==> src/pefs_map.svh <==
`ifndef PEFS_MAP_SVH
`define PEFS_MAP_SVH

// Register byte address on APB (printed offset is not word aligned: index times four)
`define PEFS_SEL_INDEX 8'h0A
`define PEFS_SEL_ADDR 12'h028

// Field positions
`define PEFS_FREE_BIT 7
`define PEFS_QUEUE_BIT 5
`define PEFS_EDIS_BIT 4
`define PEFS_LSTR_BIT 3
`define PEFS_RW_BIT 2

// Implemented bits and write-once subset
`define PEFS_IMPL_MASK 8'hBC
`define PEFS_ONCE_MASK 8'hAC

// Reset values by mode class
`define PEFS_RST_NSC 8'h10
`define PEFS_RST_NEXP 8'h00
`define PEFS_RST_SPEC 8'h2C
`define PEFS_RST_EMUL 8'hAC
`define PEFS_RST_ZERO 8'h00

`endif

==> src/pefs_pkg.sv <==
package pefs_pkg;
    typedef enum logic [1:0] {
        PEFS_CLS_NORMAL,
        PEFS_CLS_EMUL,
        PEFS_CLS_SPECIAL
    } pefs_class_t;
endpackage

==> src/pefs_port_e_bus_control_select.sv <==
// Implementation choice: register access over APB.
`timescale 1ns/1ps
`default_nettype none
`include "pefs_map.svh"

module pefs_port_e_bus_control_select (
    // Clock, reset, enable
    input wire logic pclk,
    input wire logic presetn,
    input wire logic clk_en,
    // APB slave
    input wire logic psel,
    input wire logic penable,
    input wire logic pwrite,
    input wire logic [11:0] paddr,
    input wire logic [31:0] pwdata,
    output logic [31:0] prdata,
    output logic pready,
    output logic pslverr,
    output logic ext_access,
    // Decoded mode classes
    input wire logic mode_normal,
    input wire logic mode_emul,
    input wire logic mode_special,
    input wire logic mode_single_chip,
    input wire logic mode_expanded,
    input wire logic mode_narrow,
    input wire logic mode_peripheral,
    input wire logic port_e_emulation_bit,
    // Internal bus control sources
    input wire logic free_cycle_flag,
    input wire logic queue_status_hi,
    input wire logic queue_status_lo,
    input wire logic bus_e_clock,
    input wire logic low_byte_strobe,
    input wire logic bus_rw,
    input wire logic tag_enable,
    // General-purpose I/O sources
    input wire logic [7:2] port_e_data_reg,
    input wire logic [7:2] port_e_direction,
    input wire logic low_tag_input,
    // Port E pins 7:2, tag sample and status outputs
    output logic [7:2] pe_out,
    output logic [7:2] pe_oe,
    output logic low_tag_sampled,
    output logic port_e_regs_unmapped,
    output logic [7:0] port_e_function_select
);

    // ----------------------------------------------------------------
    // Mode decoding
    // ----------------------------------------------------------------
    pefs_pkg::pefs_class_t cls;
    logic in_map;
    logic [7:0] rst_val;
    logic bus_gate;
    logic lstr_gate;

    always_comb begin
        if (mode_emul) begin
            cls = pefs_pkg::PEFS_CLS_EMUL;
        end else if (mode_special) begin
            cls = pefs_pkg::PEFS_CLS_SPECIAL;
        end else begin
            cls = pefs_pkg::PEFS_CLS_NORMAL;
        end
    end

    assign in_map = !(mode_expanded || mode_peripheral);
    assign bus_gate = !(mode_single_chip || mode_peripheral);
    assign lstr_gate = bus_gate && !(mode_normal && mode_expanded && mode_narrow);

    // Reset value chosen from the mode class and the single-chip/expanded/peripheral inputs on the first enabled edge after reset is released
    always_comb begin
        if (mode_emul) begin
            rst_val = `PEFS_RST_EMUL;
        end else if (mode_special && !mode_single_chip && !mode_peripheral) begin
            rst_val = `PEFS_RST_SPEC;
        end else if (mode_normal && mode_single_chip) begin
            rst_val = `PEFS_RST_NSC;
        end else if (mode_normal && mode_expanded) begin
            rst_val = `PEFS_RST_NEXP;
        end else begin
            rst_val = `PEFS_RST_ZERO;
        end
    end

    // ----------------------------------------------------------------
    // APB access
    // ----------------------------------------------------------------
    logic hit;
    logic wr_en;
    logic rd_en;
    logic load_q;
    logic once_used_q;
    logic [7:0] sel_q;
    logic [7:0] wmask;

    assign hit = (paddr == `PEFS_SEL_ADDR) && in_map;
    // Write lands at the access edge, where the master samples pready high
    assign wr_en = clk_en && psel && penable && pready && pwrite && hit;
    assign rd_en = clk_en && psel && !penable && !pwrite;

    // Per-bit write permission by mode class
    function automatic logic [7:0] pefs_wmask(input pefs_pkg::pefs_class_t c, input logic used);
        logic [7:0] m;
        m = 8'h00;
        case (c)
            pefs_pkg::PEFS_CLS_SPECIAL: m = `PEFS_IMPL_MASK;
            pefs_pkg::PEFS_CLS_NORMAL: begin
                m = 8'h00;
                m[`PEFS_EDIS_BIT] = 1'b1;
                if (!used) begin
                    m = m | `PEFS_ONCE_MASK;
                end
            end
            pefs_pkg::PEFS_CLS_EMUL: m = 8'h00;
            default: m = 8'h00;
        endcase
        return m;
    endfunction

    assign wmask = pefs_wmask(cls, once_used_q);

    // Reset is asynchronous to a constant; the mode-dependent value loads on the first edge after
    always_ff @(posedge pclk or negedge presetn) begin
        if (!presetn) begin
            load_q <= 1'b1;
        end else if (clk_en) begin
            load_q <= 1'b0;
        end
    end

    always_ff @(posedge pclk or negedge presetn) begin
        if (!presetn) begin
            sel_q <= `PEFS_RST_ZERO;
        end else if (clk_en && load_q) begin
            sel_q <= rst_val;
        end else if (wr_en) begin
            sel_q <= (sel_q & ~wmask) | (pwdata[7:0] & wmask & `PEFS_IMPL_MASK);
        end
    end

    // The one allowed normal-mode write is spent by any write to the mapped register in normal mode
    always_ff @(posedge pclk or negedge presetn) begin
        if (!presetn) begin
            once_used_q <= 1'b0;
        end else if (clk_en && load_q) begin
            once_used_q <= 1'b0;
        end else if (wr_en && cls == pefs_pkg::PEFS_CLS_NORMAL) begin
            once_used_q <= 1'b1;
        end
    end

    // Zero-wait slave: answers in the access cycle with registered data
    always_ff @(posedge pclk or negedge presetn) begin
        if (!presetn) begin
            prdata <= 32'h0000_0000;
            ext_access <= 1'b0;
        end else if (clk_en) begin
            if (rd_en) begin
                prdata <= hit ? {24'h00_0000, sel_q & `PEFS_IMPL_MASK} : 32'h0000_0000;
            end
            if (psel && !penable) begin
                ext_access <= (paddr == `PEFS_SEL_ADDR) && !in_map;
            end else if (!psel) begin
                ext_access <= 1'b0;
            end
        end
    end

    always_ff @(posedge pclk or negedge presetn) begin
        if (!presetn) begin
            pready <= 1'b0;
            pslverr <= 1'b0;
        end else if (clk_en) begin
            pready <= psel && !penable;
            pslverr <= 1'b0;
        end
    end

    // ----------------------------------------------------------------
    // Pin multiplexing
    // ----------------------------------------------------------------
    logic free_on;
    logic queue_on;
    logic eclock_on;
    logic lstr_on;
    logic rw_on;
    logic e_prev_q;
    logic strobe_q;
    logic [7:2] out_d;
    logic [7:2] oe_d;

    assign free_on = !sel_q[`PEFS_FREE_BIT] && bus_gate;
    assign queue_on = sel_q[`PEFS_QUEUE_BIT] && bus_gate;
    assign eclock_on = !sel_q[`PEFS_EDIS_BIT];
    assign lstr_on = sel_q[`PEFS_LSTR_BIT] && lstr_gate;
    assign rw_on = sel_q[`PEFS_RW_BIT] && bus_gate;

    // Tag sampled on E rise, strobe launched on E fall
    always_ff @(posedge pclk or negedge presetn) begin
        if (!presetn) begin
            e_prev_q <= 1'b0;
            strobe_q <= 1'b0;
            low_tag_sampled <= 1'b0;
        end else if (clk_en) begin
            e_prev_q <= bus_e_clock;
            if (bus_e_clock && !e_prev_q && tag_enable && lstr_on) begin
                low_tag_sampled <= low_tag_input;
            end
            if (!bus_e_clock && e_prev_q) begin
                strobe_q <= low_byte_strobe;
            end
        end
    end

    always_comb begin
        out_d = port_e_data_reg;
        oe_d = port_e_direction;
        if (free_on) begin
            out_d[7] = free_cycle_flag;
            oe_d[7] = 1'b1;
        end
        if (queue_on) begin
            out_d[6] = queue_status_hi;
            out_d[5] = queue_status_lo;
            oe_d[6] = 1'b1;
            oe_d[5] = 1'b1;
        end
        if (eclock_on) begin
            out_d[4] = bus_e_clock;
            oe_d[4] = 1'b1;
        end
        if (lstr_on) begin
            out_d[3] = tag_enable ? strobe_q : low_byte_strobe;
            oe_d[3] = 1'b1;
        end
        if (rw_on) begin
            out_d[2] = bus_rw;
            oe_d[2] = 1'b1;
        end
    end

    always_ff @(posedge pclk or negedge presetn) begin
        if (!presetn) begin
            pe_out <= 6'h00;
            pe_oe <= 6'h00;
            port_e_regs_unmapped <= 1'b0;
            port_e_function_select <= 8'h00;
        end else if (clk_en) begin
            pe_out <= out_d;
            pe_oe <= oe_d;
            port_e_regs_unmapped <= port_e_emulation_bit && (mode_expanded || mode_peripheral);
            port_e_function_select <= sel_q;
        end
    end
endmodule
`default_nettype wire

==> config.mk <==
export PLATFORM = sky130hd
export DESIGN_NAME = pefs_port_e_bus_control_select
export DESIGN_NICKNAME = d
export VERILOG_FILES = /design/src/pefs_pkg.sv /design/src/pefs_port_e_bus_control_select.sv
export VERILOG_INCLUDE_DIRS = /design/src
export SDC_FILE = /design/constraint.sdc
export NUM_CORES = 1
export LEC_CHECK = 0
export BUFFER_PORTS_ARGS = -buffer_cell sky130_fd_sc_hd__clkbuf_2
export CAP_MARGIN = 0
export CORE_MARGIN = 2
export CORE_UTILIZATION = 41
export CTS_BUF_LIST = sky130_fd_sc_hd__clkbuf_8 sky130_fd_sc_hd__clkbuf_16
export DETAILED_ROUTE_END_ITERATION = 10
export PLACE_DENSITY = 0.78
export SETUP_SLACK_MARGIN = 0.02
export SYNTH_ARGS = -nofsm -noshare
export SYNTH_HDL_FRONTEND = slang
export SYNTH_SLANG_ARGS = --single-unit
==> constraint.sdc <==
create_clock -name pclk -period 1.53 [get_ports pclk]
set_input_delay 0.153 -clock pclk [delete_from_list [all_inputs] [get_ports pclk]]
set_output_delay 0.153 -clock pclk [all_outputs]
set_load 0.02 [all_outputs]
## After elaboration in Yosys (flattened, before gate mapping)

Cells that the tools add are included.

| cells by class | value |
|---|---|
| reductions and logical operators | 46 |
| bitwise operators | 4 |
| equal/unequal tests | 3 |
| mux-type cells | 25 |

Operators with widths:

| cell | number |
|---|---|
| 8-bit 2-to-1 mux | 6 |
| 1-bit logical AND | 27 |
| 8-bit bitwise AND | 2 |
| 8-bit case mux with 2 select lines | 1 |
| 1-bit 2-to-1 mux | 13 |
| 12-bit by 6-bit == test with 1-bit output (second input constant) | 1 |
| 1-bit zero test | 10 |
| 2-bit 2-to-1 mux | 4 |
| 8-bit inverter | 1 |
| 8-bit OR | 1 |
| 2-bit AND reduction | 4 |
| 5-bit 2-to-1 mux | 1 |
| 2-bit nonzero test | 2 |
| 2-bit == test (second input constant) | 1 |
| 2-bit zero test | 1 |
| 1-bit logical OR | 2 |
| 2-bit by 1-bit inequality test with 1-bit output (second input constant) | 1 |

| storage, ports and cells | value |
|---|---|
| bits in registers | 68 |
| input bits | 78 |
| logic and storage cells | 91 |
| output and inout port bits | 57 |

## Logic depth before layout (Yosys ltp)

Gate-level depths: netlist of run 1.

| depth | value |
|---|---|
| word-level depth | 9 |
| depth in mapped cells | 5 |
| gate-level depth less buffers | 4 |

## Least setup slack after synthesis of run 1

No wires, ideal clock.

| timing | value |
|---|---|
| kind | register to register |
| from | reg pready |
| to | reg once_used_q |
| setup slack | 250 ps |
| arrival time | 1148 ps |
| stages on the path, launching flop included | 6 |
| clock period less this slack | 1280 ps |
| cells stage by stage | dfrtp_1 and4_1 and2_1 buf_4 a31oi_1 a21oi_1 |

| between the ends | value |
|---|---|
| word-level cells in the longest chain between the ends | 5 |

Ends and longest elaborated chain:

| what | RTL line | RTL |
|---|---|---|
| from (decl) | pefs_port_e_bus_control_select.sv:18 | `output logic pready,` |
| from (signal assigned) | pefs_port_e_bus_control_select.sv:177 | `pready <= psel && !penable;` |
| 1-bit logical AND (3 in series) | pefs_port_e_bus_control_select.sv:101 | `assign wr_en = clk_en && psel && penable && pready && pwrite && hit;` |
| 1-bit logical AND | pefs_port_e_bus_control_select.sv:150 | `end else if (wr_en && cls == pefs_pkg::PEFS_CLS_NORMAL) begin` |
| 2-bit nonzero test (no line) | - |  |
| to (signal assigned) | pefs_port_e_bus_control_select.sv:147 | `once_used_q <= 1'b0;` |
| to (signal assigned) | pefs_port_e_bus_control_select.sv:149 | `once_used_q <= 1'b0;` |
| to (signal assigned) | pefs_port_e_bus_control_select.sv:151 | `once_used_q <= 1'b1;` |
| to (decl) | pefs_port_e_bus_control_select.sv:95 | `logic once_used_q;` |

No other way between the ends.
A chain may end at the register's enable or synchronous reset.

## Worst setup path in the final report of run 1

| timing | value |
|---|---|
| from | reg load_q |
| to | reg sel_q[5] |

| between the ends | value |
|---|---|
| word-level cells in the longest chain between the ends | 2 |
| elaborated cells between the ends (all ways) | 3 |
| those cells by class | mux: 1; reduce/logical: 2 |

Ends and longest elaborated chain:

| what | RTL line | RTL |
|---|---|---|
| from (decl) | pefs_port_e_bus_control_select.sv:94 | `logic load_q;` |
| from (signal assigned) | pefs_port_e_bus_control_select.sv:128 | `load_q <= 1'b1;` |
| from (signal assigned) | pefs_port_e_bus_control_select.sv:130 | `load_q <= 1'b0;` |
| 1-bit logical AND (*) | pefs_port_e_bus_control_select.sv:137 | `end else if (clk_en && load_q) begin` |
| 8-bit 2-to-1 mux or 2-bit nonzero test (tied branches) | - |  |
| to (signal assigned) | pefs_port_e_bus_control_select.sv:136 | `` sel_q <= `PEFS_RST_ZERO; `` |
| to (signal assigned) | pefs_port_e_bus_control_select.sv:138 | `sel_q <= rst_val;` |
| to (signal assigned) | pefs_port_e_bus_control_select.sv:140 | `` sel_q <= (sel_q & ~wmask) \| (pwdata[7:0] & wmask & `PEFS_IMPL_MASK); `` |
| to (decl) | pefs_port_e_bus_control_select.sv:96 | `logic [7:0] sel_q;` |

Every way passes the cells marked *; elsewhere a longest branch is shown, timed or not.

==> results of run 1 <==
==> power by group <==
part,leakage [nW],switching (mW),total [mW],internal (mW)
registers,0.443,0.0219,0.987,0.966
logic,0.709,0.222,0.345,0.122
clock network,0.0470,0.303,0.655,0.353
total,1.20,0.547,1.99,1.44
==> worst paths after layout <==
check / start / endpoint / slack [ns] / cells past startpoint
setup / recovery: load_q / sel_q[5] / 0.18 / 3
hold reg to reg: pe_out[3] / pe_out[3] / 0.49 / 2
min in group asynchronous: presetn / prdata[7] / 0.37 / 3
setup reg to reg: load_q / sel_q[5] / 0.18 / 3
hold / removal: penable / pready / 0.08 / 2
max in group asynchronous: presetn / load_q / 0.91 / 3
==> stage by stage <==
stage	instances	cell area [µm²]	util (%)	hold WS (ns)	worst slack [ns]
CTS	313	2320	53.0	0.0718	0.193
global route	313	2320	53.0	0.0797	0.0915
detailed placement	305	2220	50.7	0.130	0.158
floorplan	210	2000	-	-0.143	0.250
global placement	305	2220	50.7	0.133	0.188
finish	313	2320	53.0	0.0828	0.178
==> cell families (layout without fill, tap and decap cells) <==
group | count (synthesis) | after routing | share of synthesized area, %
other cells | 1 | 31 | 0.198
flops | 35 | 35 | 46.4
mux | 14 | 14 | 7.95
compound gates | 41 | 41 | 13.2
simple gates | 46 | 46 | 17.0
buf+inv | 43 | 94 | 15.2
==> what timing repair did <==
item                      4_1_cts  5_1_grt
gates resized for setup         0        0
hold endpoints to repair       34        0
hold buffers                    1        0
setup buffers                   0        0
==> layout by cell type (no fill, tap or decap), drive strengths merged, types with 3 or more instances in the layout <==
cell,count
conb,31
a21oi,13
buf,4
nor4b,3
nand3,5
nor2,14
o21ai,10
a31oi,8
clkbuf,82
mux2i,6
dfrtp,34
nand2,8
mux2,8
nand4,4
a22o,6
inv,6
==> area by class of cell <==
cell class	instances	area, µm²	area share, %
Multi-Input combinational cell	132	837	36.0
Sequential cell	35	877	37.8
Clock inverter	1	5.00	0.216
Tap cell	52	65.1	2.80
Clock buffer	6	82.6	3.56
Inverter	6	22.5	0.970
Timing Repair Buffer	81	433	18.6
==> cell usage after synthesis (4+ instances only) <==
master	count
mux2i_1	6
nand2_1	8
buf_4	33
nor2_1	14
a22o_1	6
inv_1	6
o21ai_0	10
a31oi_1	8
mux2_2	8
nand3_1	4
a21oi_1	13
nand4_1	4
dfrtp_1	34
==> flip-flops by register name, indices dropped and copies added (netlist names) <==
register / count
pready: 1
sel_q: 5
load_q: 1
prdata: 5
port_e_function_select: 5
ext_access: 1
low_tag_sampled: 1
port_e_regs_unmapped: 1
e_prev_q: 1
pe_oe: 6
strobe_q: 1
once_used_q: 1
pe_out: 6
==> layer usage <==
layer,GRT usage (%),vias up
met5,0,-
met4,5.03,0
met3,4.36,4
met2,29.4,50
met1,19.1,712
li1,-,744
==> impl_metrics.yaml, run 1 <==
timing:
  min_period_ns: 1.35
  finalSetupViolCount: 0
  fin_crit_sh_pct: 88.4
  rsz0062_at_grt: "false"
  setup-tns-final_ns: 0
  fmax_mhz: 739
  maxSlewViolCount: 0
  hold_violations: 0
  fin_skew_ns: 0.00679
logic_synthesis:
  mappedNetlistArea_mm2: 0.00189
  ys_seq_area_share_pct: 46.4
  synth-main-ff-cell: "dfrtp_1"
  synth_edf_count: 0
  synth_top_area_share_pct: 45.0
  ys_top_cells_by_area: "dfrtp_1 (45%), buf_4 (13%), mux2_2 (4.8%)"
  ys_seq_elements: 35
  yosys.cell_types.count: 34
  synth_area_leader_cell: "dfrtp_1"
  syn_area_per_cell_um2: 10.5
  async_flop_share_pct: 100
  synth_cells: 180
  ys.warnings.count: 0
final_layout:
  areaGrowthSynthToFinish_pct: 22.9
  nFillCells: 425
  num-nets-final: 339
  drive_gt1_share_pct: 39.5
  num_antenna_cells: 0
setup_path:
  arrival_ns: 1.50
  cp_slowest_cell: "dfstp_2"
  cp-end-kind: "flop"
  path_buf_inv: 0
  crit_path_cell_trace: "nand2_1 > a211oi_1 > a31oi_1"
  cp.required_ns: 1.67
  crit_path_max_fanout: 8
  critPathKind: "reg -> reg"
  critPathTopFamily: "flip-flops"
  worstSetupStartpointType: "flop"
  slowest_delay_ns: 0.54
power:
  total_leakage_power_nw: 1.20
  ir_worst_vdd_uv: 480
  power.density_mw_per_mm2: 856
  power_mw: 1.99
run_status:
  status: "finished clean"
route:
  first_pass_iters: 4
  drt_wl_total_um: 4050
  drcViolationCount: 0
  drtIter0Drc: 117
  met2_length_um: 2110
  vias: 1510
  drt-wirelength-per-cell_um: 12.9
  top_layer_used: "met4"
  viasPerCell: 4.82
  met3_length_um: 223
  wl_met1_um: 1690
  ant_nets: 0
clock_tree:
  cts_root_buf: "clkbuf_8"
  cts_tree: "done"
  path_clk_slew_ns: 0.07
  clock_latency_ns: 0.28
  cts_max_path_buffers: 2
  htree_levels: 2
  numCtsBuffers: 5
  cts.sinks: 35
run:
  maxCapViolations: 0
placement:
  portBuffers: 76
  place.gp.congestion: 0.864
  dpl.hpwl_um: 3260
global_route:
  grt_pass1_vias: 1453
  grt_pass1_wl_um: 6530
  antenna_found_initial: 0
  grt_max_degree: 36
  grt-ovfl-total: 0
  grt.total_usage_pct: 16.4
die:
  start_util_pct: 43.1
  fp.dieW_um: 71.9
  rows: 24
  pin_count: 135
  core_area_mm2: 0.00438
  dieArea_mm2: 0.00517
  die_h_um: 71.9
hold_path:
  hold_path.class: "in -> reg"
(Power assumes the default switching activity.)
==> inputs of run 2 (changes only) <==
--- a/config.mk
+++ b/config.mk
@@ -13,6 +13,7 @@
 export CTS_BUF_LIST = sky130_fd_sc_hd__clkbuf_8 sky130_fd_sc_hd__clkbuf_16
 export DETAILED_ROUTE_END_ITERATION = 10
 export PLACE_DENSITY = 0.78
+export RECOVER_POWER = 25
 export SETUP_SLACK_MARGIN = 0.02
 export SYNTH_ARGS = -nofsm -noshare
 export SYNTH_HDL_FRONTEND = slang
==> constraint.sdc (replaced) <==
create_clock -name pclk -period 1.53 [get_ports pclk]
set_input_delay 0.306 -clock pclk [delete_from_list [all_inputs] [get_ports pclk]]
set_output_delay 0.306 -clock pclk [all_outputs]
set_load 0.02 [all_outputs]
==> impl_metrics.yaml, run 2 (same netlist as run 1, synthesis figures left out) <==
run_status:
  status: "finished clean"
clock_tree:
  cts_root_buf: "clkbuf_8"
  postCtsHoldBufs: 0
  cts.sinks: 35
  htree_levels: 2
  post_cts_buffers: 0
  path_clk_slew_ns: 0.08
  numCtsBuffers: 5
  cts_tree: "done"
  cts_max_path_buffers: 2
  clock_latency_ns: 0.28
  cts_resized: 0
run:
  maxCapViolations: 0
timing:
  fin_skew_ns: 0.0107
  fmax_mhz: 791
  rsz0062_at_grt: "false"
  worst_slack_ns: 0.266
  finalSetupViolCount: 0
  maxSlewViolCount: 0
  slew_headroom_pct: 42.7
  hold_violations: 0
  min_period_ns: 1.26
  tightest_slew_ns: 0.860
  fin_crit_sh_pct: 82.6
setup_path:
  arrival_ns: 1.47
  worstSetupStartpointType: "flop"
  critPathKind: "reg -> reg"
  cp.required_ns: 1.74
  crit_path_max_fanout: 6
  cp-end-kind: "flop"
final_layout:
  final_cell_mix: "clkbuf_2 (77), dfrtp_1 (34), conb_1 (31)"
  num_antenna_cells: 0
  areaGrowthSynthToFinish_pct: 25.7
  num-nets-final: 345
  final_area_mm2: 0.00237
  final_common_cell: "clkbuf_2"
  reg.largest.list: "pe_oe: 6 flops, pe_out: 6 flops"
  drive_gt1_share_pct: 41.4
  fin_cells: 320
  final_util_pct: 54.2
power:
  total_leakage_power_nw: 1.23
  ir_worst_vdd_uv: 901
  power.density_mw_per_mm2: 906
placement:
  portBuffers: 76
  dpl.cell_count: 312
  place_area_mm2: 0.00226
  dpl.hpwl_um: 3320
  dp_worst_setup_slack_ns: -0.00315
  place.gp.congestion: 0.826
die:
  fp.dieW_um: 71.9
  dieArea_mm2: 0.00517
  core_area_mm2: 0.00438
  rows: 24
  start_util_pct: 43.1
  pin_count: 135
  die_h_um: 71.9
global_route:
  grt_max_degree: 36
  grt_pass1_vias: 1434
  grt_pass1_wl_um: 6420
  antenna_found_initial: 0
  grt-ovfl-total: 0
  grt.total_usage_pct: 15.8
route:
  viasPerCell: 4.85
  drt_wl_total_um: 4090
  drcViolationCount: 0
  vias: 1551
  drt-wirelength-per-cell_um: 12.8
  first_pass_iters: 4
  drtIter0Drc: 75
  ant_nets: 0
hold_path:
  hold_path.class: "in -> async"
run 2: cell count changes in the layout (fill, tap and decap cells not counted):
cell and change:
dlygate4sd3_1 -1, clkbuf_2 +1, clkinv_4 +1, clkbuf_8 -1, bufinv_16 +1, buf_12 -1
buf_4 +7
run 2: layout make-up:
type / instances / area [µm²]
clock inverter: 3 / 43.8
multi-input combinational: 132 / 837
clock buffer: 5 / 68.8
tap: 52 / 65.1
timing repair buffer: 87 / 460
sequential: 35 / 877
inverter: 6 / 22.5
fill: 420 / 2010
run 2: critical path, cell delays in order (launching register included):
cell	delay (ns)
dfrtp_1	0.38
and4_1	0.26
and2_1	0.25
nand4_1	0.13
a31oi_1	0.17
run 2: final timing paths:
kind | end | depth (start not counted) | startpoint | slack [ns]
min in group pclk | pready | 2 | penable | 0.23
hold / removal | ext_access | 2 | presetn | 0.20
setup / recovery | sel_q[2] | 4 | pready | 0.27
hold reg to reg | pe_out[3] | 2 | pe_out[3] | 0.49
max in group asynchronous | port_e_function_select[4] | 2 | presetn | 0.78
setup reg to reg | sel_q[2] | 4 | pready | 0.27
run 2: metrics by stage:
stage,hold WS (ns),TNS (ns),power [mW]
after floorplan,0.0104,0,1.25
after global placement,0.366,0,1.35
after detailed placement,0.370,-0.00315,1.36
after CTS,0.0619,0,2.18
after global routing,0.229,0,2.24
final,0.199,0,2.15
run 2: report_power, final:
| part | switching, mW | internal (mW) | total (mW) |
|---|---|---|---|
| Clock | 0.332 | 0.485 | 0.817 |
| Combinational | 0.225 | 0.123 | 0.348 |
| Sequential | 0.0209 | 0.965 | 0.986 |
| Total | 0.578 | 1.57 | 2.15 |
run 2: metal layers:
layer | wire length [µm] | up-vias | share of wire [%] | global-route usage [%]
met1 | 1690 | 719 | 41 | 19.9
li1 | - | 755 | - | -
met5 | 0 | - | 0 | 0
met3 | 260 | 4 | 6.4 | 3.80
met2 | 2110 | 73 | 52 | 27.3
met4 | 29 | 0 | 0.71 | 3.98
